--- src/shared/imsc_pkg.sv ---
package imsc_pkg;

	// Register byte addresses (one aligned word each)
	localparam logic [7:0] OFS_CTRL2  = 8'h00;
	localparam logic [7:0] OFS_BUF    = 8'h04;
	localparam logic [7:0] OFS_CFG    = 8'h08;
	localparam logic [7:0] OFS_STAT   = 8'h0c;

	// Control register two bit positions
	localparam int B_GCALL_IRQ  = 7;
	localparam int B_ACK_RCVD   = 6;
	localparam int B_ACK_VAL    = 5;
	localparam int B_ACK_REQ    = 4;
	localparam int B_RX_EN      = 3;
	localparam int B_STOP_REQ   = 2;
	localparam int B_RSTART_REQ = 1;
	localparam int B_START_REQ  = 0;

	// Config register bit positions
	localparam int B_MSTR  = 0;
	localparam int B_ENA   = 1;

	// Reset values
	localparam logic [7:0] RST_CTRL2 = 8'h00;
	localparam logic [7:0] RST_BUF   = 8'h00;
	localparam logic [7:0] RST_CFG   = 8'h00;

	// SCL half period in system clocks
	localparam logic [7:0] HALF_CYC  = 8'h04;

	// One-shot sequences the engine can run
	typedef enum logic [2:0] {
		IMSC_SEQ_NONE,
		IMSC_SEQ_START,
		IMSC_SEQ_RSTART,
		IMSC_SEQ_STOP,
		IMSC_SEQ_RECV,
		IMSC_SEQ_ACK
	} imsc_seq_t;

	// Open-drain pin as value and enable
	typedef struct packed {
		logic o;
		logic oe;
	} imsc_od_t;

endpackage

--- src/core/imsc_seq_engine.sv ---
`timescale 1ns/1ps
module imsc_seq_engine (
	input  wire logic               i_mclk,
	input  wire logic               i_sys_rst,
	input  wire imsc_pkg::imsc_seq_t i_seq,
	input  wire logic               i_go,
	input  wire logic               i_ack_bit,
	input  wire logic               i_sda,
	output logic                    o_busy,
	output logic                    o_done,
	output logic [7:0]              o_rx_byte,
	output logic                    o_sda_low,
	output logic                    o_scl_low
);
	import imsc_pkg::*;

	imsc_seq_t  seq_q;
	logic [7:0] tick_q;
	logic [4:0] ph_q;
	logic [4:0] last;

	////////////////////////////////////////////////////////////////////////
	// Last phase index per sequence: each phase is one half SCL period
	always_comb begin
		case (seq_q)
			IMSC_SEQ_START:  last = 5'd1;
			IMSC_SEQ_RSTART: last = 5'd3;
			IMSC_SEQ_STOP:   last = 5'd2;
			IMSC_SEQ_RECV:   last = 5'd15;
			IMSC_SEQ_ACK:    last = 5'd1;
			default:         last = 5'd0;
		endcase
	end

	// Sequencer: busy from launch until last phase ends
	always_ff @(posedge i_mclk) begin
		o_done <= 1'b0;
		if (i_sys_rst) begin
			seq_q  <= IMSC_SEQ_NONE;
			tick_q <= 8'h00;
			ph_q   <= 5'd0;
			o_busy <= 1'b0;
		end else if (!o_busy) begin
			if (i_go) begin
				seq_q  <= i_seq;
				o_busy <= 1'b1;
				tick_q <= 8'h00;
				ph_q   <= 5'd0;
			end
		end else if (tick_q == HALF_CYC - 8'h01) begin
			tick_q <= 8'h00;
			if (ph_q == last) begin
				o_busy <= 1'b0;
				o_done <= 1'b1;
			end else begin
				ph_q <= ph_q + 5'd1;
			end
		end else begin
			tick_q <= tick_q + 8'h01;
		end
	end

	// Receive shift: sample SDA at the end of each high phase
	always_ff @(posedge i_mclk) begin
		if (i_sys_rst)
			o_rx_byte <= 8'h00;
		else if (o_busy && seq_q == IMSC_SEQ_RECV && ph_q[0]
			&& tick_q == HALF_CYC - 8'h01)
			o_rx_byte <= {o_rx_byte[6:0], i_sda};
	end

	// Pin pattern; SCL low on even phases of clocked sequences
	always_ff @(posedge i_mclk) begin
		if (i_sys_rst) begin
			o_sda_low <= 1'b0;
			o_scl_low <= 1'b0;
		end else if (!o_busy) begin
			o_sda_low <= o_sda_low;
			o_scl_low <= o_scl_low;
		end else begin
			case (seq_q)
				IMSC_SEQ_START: begin
					o_sda_low <= 1'b1;
					o_scl_low <= ph_q == 5'd1;
				end
				IMSC_SEQ_RSTART: begin
					o_sda_low <= ph_q >= 5'd2;
					o_scl_low <= ph_q == 5'd0 || ph_q == 5'd3;
				end
				IMSC_SEQ_STOP: begin
					o_sda_low <= ph_q != 5'd2;
					o_scl_low <= ph_q == 5'd0;
				end
				IMSC_SEQ_RECV: begin
					o_sda_low <= 1'b0;
					o_scl_low <= !ph_q[0];
				end
				IMSC_SEQ_ACK: begin
					o_sda_low <= !i_ack_bit;
					o_scl_low <= ph_q == 5'd0;
				end
				default: begin
					o_sda_low <= 1'b0;
					o_scl_low <= 1'b0;
				end
			endcase
		end
	end
endmodule

--- src/core/imsc_ctrl.sv ---
`timescale 1ns/1ps
// Summary of operation
// - In enabled master mode, receive enable starts reception; clear means receive idle.
// - Repeated start request launches the condition; hardware clears it when done.
// - Repeated start field reads zero when no repeated start pending.
// - Sequence requests written while busy are dropped, never queued.
// - Transfer buffer writes while busy are blocked, contents unchanged.
module imsc_ctrl (
	input  wire logic              i_mclk,
	input  wire logic              i_sys_rst,
	input  wire logic              i_psel,
	input  wire logic              i_penable,
	input  wire logic              i_pwrite,
	input  wire logic [7:0]        i_paddr,
	input  wire logic [31:0]       i_pwdata,
	input  wire logic              i_sda,
	input  wire logic              i_scl,
	output logic [31:0]            o_prdata,
	output logic                   o_pready,
	output logic                   o_pslverr,
	output imsc_pkg::imsc_od_t     o_sda,
	output imsc_pkg::imsc_od_t     o_scl
);
	import imsc_pkg::*;

	logic [7:0] ctrl2_q;
	logic [7:0] buf_q;
	logic [1:0] cfg_q;
	logic       busy;
	logic       done;
	logic [7:0] rx_byte;
	logic       sda_low;
	logic       scl_low;
	logic       go;
	imsc_seq_t  seq;
	imsc_seq_t  act_q;
	logic       acc;
	logic       wr;
	logic       mapped;

	////////////////////////////////////////////////////////////////////////
	// APB decode; every access completes in its second access cycle, after one wait state
	assign acc    = i_psel && i_penable && o_pready;
	assign wr     = acc && i_pwrite;
	assign mapped = i_paddr == OFS_CTRL2 || i_paddr == OFS_BUF
		|| i_paddr == OFS_CFG || i_paddr == OFS_STAT;

	// Ready pulses one cycle into the access phase
	always_ff @(posedge i_mclk) begin
		if (i_sys_rst)
			o_pready <= 1'b0;
		else
			o_pready <= i_psel && i_penable && !o_pready;
	end

	// Read data and error flag registered with ready
	always_ff @(posedge i_mclk) begin
		if (i_sys_rst) begin
			o_prdata  <= 32'h0000_0000;
			o_pslverr <= 1'b0;
		end else begin
			o_pslverr <= i_psel && i_penable && !o_pready && !mapped;
			case (i_paddr)
				OFS_CTRL2: o_prdata <= {24'h00_0000, ctrl2_q};
				OFS_BUF:   o_prdata <= {24'h00_0000, buf_q};
				OFS_CFG:   o_prdata <= {30'h0000_0000, cfg_q};
				OFS_STAT:  o_prdata <= {31'h0000_0000, busy};
				default:   o_prdata <= 32'h0000_0000;
			endcase
		end
	end

	////////////////////////////////////////////////////////////////////////
	// Config: enable and master mode
	always_ff @(posedge i_mclk) begin
		if (i_sys_rst)
			cfg_q <= RST_CFG[1:0];
		else if (wr && i_paddr == OFS_CFG)
			cfg_q <= i_pwdata[1:0];
	end

	// Request decode, lowest bit wins if several are written at once
	always_comb begin
		seq = IMSC_SEQ_NONE;
		go  = 1'b0;
		if (wr && i_paddr == OFS_CTRL2 && !busy && cfg_q[B_MSTR]
			&& cfg_q[B_ENA]) begin
			go = 1'b1;
			if (i_pwdata[B_START_REQ])
				seq = IMSC_SEQ_START;
			else if (i_pwdata[B_RSTART_REQ])
				seq = IMSC_SEQ_RSTART;
			else if (i_pwdata[B_STOP_REQ])
				seq = IMSC_SEQ_STOP;
			else if (i_pwdata[B_RX_EN])
				seq = IMSC_SEQ_RECV;
			else if (i_pwdata[B_ACK_REQ])
				seq = IMSC_SEQ_ACK;
			else
				go = 1'b0;
		end
	end

	// Remember which one-shot field belongs to the running sequence
	always_ff @(posedge i_mclk) begin
		if (i_sys_rst)
			act_q <= IMSC_SEQ_NONE;
		else if (go)
			act_q <= seq;
		else if (done)
			act_q <= IMSC_SEQ_NONE;
	end

	// Control two: one-shot fields set by software, cleared on completion.
	// Set bits outside the launched request are dropped, not queued.
	always_ff @(posedge i_mclk) begin
		if (i_sys_rst) begin
			ctrl2_q <= RST_CTRL2;
		end else begin
			if (wr && i_paddr == OFS_CTRL2) begin
				ctrl2_q[B_GCALL_IRQ] <= i_pwdata[B_GCALL_IRQ];
				ctrl2_q[B_ACK_VAL]   <= i_pwdata[B_ACK_VAL];
			end
			if (go) begin
				ctrl2_q[B_START_REQ]  <= seq == IMSC_SEQ_START;
				ctrl2_q[B_RSTART_REQ] <= seq == IMSC_SEQ_RSTART;
				ctrl2_q[B_STOP_REQ]   <= seq == IMSC_SEQ_STOP;
				ctrl2_q[B_RX_EN]      <= seq == IMSC_SEQ_RECV;
				ctrl2_q[B_ACK_REQ]    <= seq == IMSC_SEQ_ACK;
			end else if (done) begin
				ctrl2_q[B_START_REQ]  <= 1'b0;
				ctrl2_q[B_RSTART_REQ] <= 1'b0;
				ctrl2_q[B_STOP_REQ]   <= 1'b0;
				ctrl2_q[B_RX_EN]      <= 1'b0;
				ctrl2_q[B_ACK_REQ]    <= 1'b0;
			end
			// Ack sampled on SDA at the ninth clock is not modelled here
			ctrl2_q[B_ACK_RCVD] <= 1'b0;
		end
	end

	// Transfer buffer: blocked while busy, loaded by receive
	always_ff @(posedge i_mclk) begin
		if (i_sys_rst)
			buf_q <= RST_BUF;
		else if (done && act_q == IMSC_SEQ_RECV)
			buf_q <= rx_byte;
		else if (wr && i_paddr == OFS_BUF && !busy)
			buf_q <= i_pwdata[7:0];
	end

	////////////////////////////////////////////////////////////////////////
	imsc_seq_engine u_eng (
		.i_mclk    (i_mclk),
		.i_sys_rst (i_sys_rst),
		.i_seq     (seq),
		.i_go      (go),
		.i_ack_bit (ctrl2_q[B_ACK_VAL]),
		.i_sda     (i_sda),
		.o_busy    (busy),
		.o_done    (done),
		.o_rx_byte (rx_byte),
		.o_sda_low (sda_low),
		.o_scl_low (scl_low)
	);

	// Open drain: drive low only, output value always zero
	always_ff @(posedge i_mclk) begin
		if (i_sys_rst) begin
			o_sda <= '0;
			o_scl <= '0;
		end else begin
			o_sda.o  <= 1'b0;
			o_sda.oe <= sda_low;
			o_scl.o  <= 1'b0;
			o_scl.oe <= scl_low;
		end
	end
endmodule

--- config.mk ---
export PLATFORM = sky130hd
export DESIGN_NAME = imsc_ctrl
export DESIGN_NICKNAME = d
export VERILOG_FILES = /design/src/shared/imsc_pkg.sv /design/src/core/imsc_seq_engine.sv /design/src/core/imsc_ctrl.sv
export SDC_FILE = /design/constraint.sdc
export NUM_CORES = 1
export LEC_CHECK = 0
export BUFFER_PORTS_ARGS = -buffer_cell sky130_fd_sc_hd__buf_4
export CAP_MARGIN = 10
export CORE_MARGIN = 2
export CORE_UTILIZATION = 35
export CTS_CLUSTER_SIZE = 25
export DETAILED_ROUTE_END_ITERATION = 6
export GPL_TIMING_DRIVEN = 0
export PLACE_DENSITY_LB_ADDON = 0.08
export SETUP_SLACK_MARGIN = 0.3
export SLEW_MARGIN = 20
export SYNTH_ARGS = -nofsm -noshare
export SYNTH_HDL_FRONTEND = slang
export SYNTH_HIERARCHICAL = 1
export SYNTH_SLANG_ARGS = --single-unit
--- constraint.sdc ---
create_clock -name i_mclk -period 7.2 [get_ports i_mclk]
set_input_delay 2.16 -clock i_mclk [delete_from_list [all_inputs] [get_ports i_mclk]]
set_output_delay 2.16 -clock i_mclk [all_outputs]
set_load 0.005 [all_outputs]
==> metrics <==
status completed; final setup vio count 0; initial core utilization 0.366; row cnt 33; # diodes 0; worst skew pair latency about 0.34 ns; Clock Tree Buf Depth 2; vias in the first global route between 2,000 and 2,500; cts repair resizes 0; worst setup margin approximately 3.2 ns; crit-path cells buf_4 > clkbuf_1 > nor4bb_1 > nand4_1 > nor2_1 > nor2b_1 > clkbuf_1 > or2_2 > o31ai_2; Buffers on Ports 32; cts hold-fix bufs 0; Post-synth EDFFs 0; total gr overflow 0; crit end category flop; post-synthesis compound-gate area fraction 0.120; First DRT Iteration DRCs 131; Crit path largest cell delay 0.36 ns; share of cells above drive strength 1 0.230; H-tree levels 3; largest family of logic cells by synthesized area simple AND/OR/NAND/NOR gates; Mean Syn Cell Area a little over 9 um2; total global-route track usage 0.150; HP Class flop to flop; Worst EP required about 7.4 ns; Max stage delay cell, worst path nor4bb_1; largest net degree at the start of global routing 13; multiplexer share of the synthesized area 0.0866; most frequent cells in the layout dfxtp_1, buf_4, nor2_1; met2 routed WL between 2000 and 3000 um; Final Util 0.446; critical path type input pin to flop; Max-slew headroom 0.551; area occupied by multi-input gates approximately 1700 um2; clk root buf clkbuf_8; Ys Warns 6; period utilization 0.556; clock sink count 60; clock-pin slew on the worst setup and hold paths 0.07 ns; via count between 2,000 and 2,500; Setup WS pre-CTS 2.80 ns; Top Layer Used met4; Register Area between 1000 and 1500 um2; Max Clock Freq between 200 and 250 MHz; ys flop type dfxtp_1; worst slew pin tran between 0.6 and 0.7 ns; Synth Instances ~340; RSZ-0062 raised after global routing no; Lkg Pwr roughly 1.6 nW; Die Area roughly 9400 um2; core footprint 8300 um2; routed len/inst 13.3 um; Setup TNS Final 0 ns; Seq cells post-synth 60; CP startpoint kind input pin; # fillers ~860; most frequent CP cell clkbuf_1; power density cells between 150 and 200 nW/um2; DRC 0; Worst EP arrival 4.24 ns; CTS tree done; DRT Pass-1 Iters 4; ys async rst share 0; Fin. Hold Viols 0; Synth Cell Area 3030 um2; commonest non-fill, non-tap cell in the layout dfxtp_1; I/O pin cnt 85; xor/xnor share of the synthesized area 0.00577; dpl hpwl ~5100 um; worst vdd ir between 0.1 and 0.15 mV; initial antenna violation count 0; P&R area growth vs syn 22.0%; first-pass GRT wire length 11,500 um; total CTS buffers 9; routability cong. 0.794; Worst R2R Setup Slack 4.93 ns; DRT antenna net count 0; nets between 400 and 500; Metal-1 WL 3440 um; DR vias/cell between 4 and 5; postcts setup bufs 0; crit-path max FO 10; sequential area share after synthesis 0.396; Die Wd between 90 and 100 um; simple-gate area share of the yosys netlist 0.283; fin crit period ~4 ns; Synth cell types 57; WL met3 between 300 and 400 um; WL final 6830 um; Final Skew 0.0110 ns; adder-cell share of the synthesized area 0.0206; MaxCap Viol Count 0; die height ~97 um; Max Slew Vio Count 0
## critical path, delay by kind of cell
| family | cells | cell delay (ns) |
|---|---|---|
| compound gates | 1 | 0.08 |
| simple gates | 5 | 1.31 |
| buf+inv | 3 | 0.68 |
## power breakdown
part / internal (W) / switching (W)
clock network: 0.000168 / 0.000140
logic: 0.0000213 / 0.0000209
registers: 0.000332 / 0.000000211
total: 0.000522 / 0.000161
## flip-flops by register name, summed over array words and instances (netlist names)
register and flops:
o_sda 1, ctrl2_q 7, u_eng/ph_q 5, u_eng/seq_q 3
u_eng/tick_q 8, o_prdata 8, u_eng/o_rx_byte 8, cfg_q 2
u_eng/o_scl_low 1, o_pslverr 1, u_eng/o_sda_low 1, act_q 3
u_eng/o_busy 1, buf_q 8, u_eng/o_done 1, o_pready 1
o_scl 1
## cells by family (layout without fill, tap and decap cells)
| group | after synthesis | in the layout |
|---|---|---|
| AND/OR/NAND/NOR | 149 | 149 |
| flip-flops | 60 | 60 |
| AO/OA/AOI/OAI | 49 | 49 |
| buffers and inverters | 44 | 92 |
| multiplexers | 25 | 25 |
| adder cells (fa/ha/maj) | 5 | 5 |
| XOR/XNOR | 2 | 2 |
| other | 1 | 26 |
## worst paths after layout
check	to	cells after the start	start
hold / removal	o_prdata[6]	2	buf_q[6]
hold reg to reg	o_prdata[6]	2	buf_q[6]
setup reg to reg	u_eng/o_rx_byte[1]	7	u_eng/tick_q[0]
setup / recovery	u_eng/ph_q[0]	9	i_paddr[2]
## per-stage QoR
| stage | power [W] | area [um2] | hold slack, ns | instances |
|---|---|---|---|---|
| floorplan | 0.000365 | 3130 | 0.405 | 360 |
| global placement | 0.000382 | 3500 | 0.438 | 497 |
| detailed placement | 0.000382 | 3500 | 0.443 | 497 |
| CTS | 0.000691 | 3700 | 0.452 | 513 |
| global route | 0.000711 | 3700 | 0.479 | 513 |
| finish | 0.000683 | 3700 | 0.445 | 513 |
## cell type report
type,count,share of cell area
inverters,4,0.00406
multi-input cells,256,0.449
repair buffers,32,0.0649
plain buffers,40,0.0673
flip-flops and latches,60,0.325
clock inverters,6,0.0172
well taps,105,0.0355
clock buffers,10,0.0372
## metal layers
| layer | GRT usage | up-vias |
|---|---|---|
| met4 | 0.0390 | 0 |
| met5 | 0 | - |
| li1 | - | 1290 |
| met1 | 0.205 | 1117 |
| met3 | 0.0475 | 10 |
| met2 | 0.231 | 57 |
## cell usage after synthesis (all sizes together), types with 6 or more instances
cell / instances / share of area
or3: 6 / 0.014
mux2i: 24 / 0.079
and3b: 8 / 0.023
dfxtp: 60 / 0.40
nor4: 9 / 0.024
nor2b: 9 / 0.019
buf: 28 / 0.067
clkbuf: 12 / 0.015
o21ai: 11 / 0.018
nor3: 16 / 0.026
nand2: 8 / 0.0099
nor3b: 7 / 0.019
a21oi: 12 / 0.020
nor2: 54 / 0.067
Power figures use the tool's default switching activity.
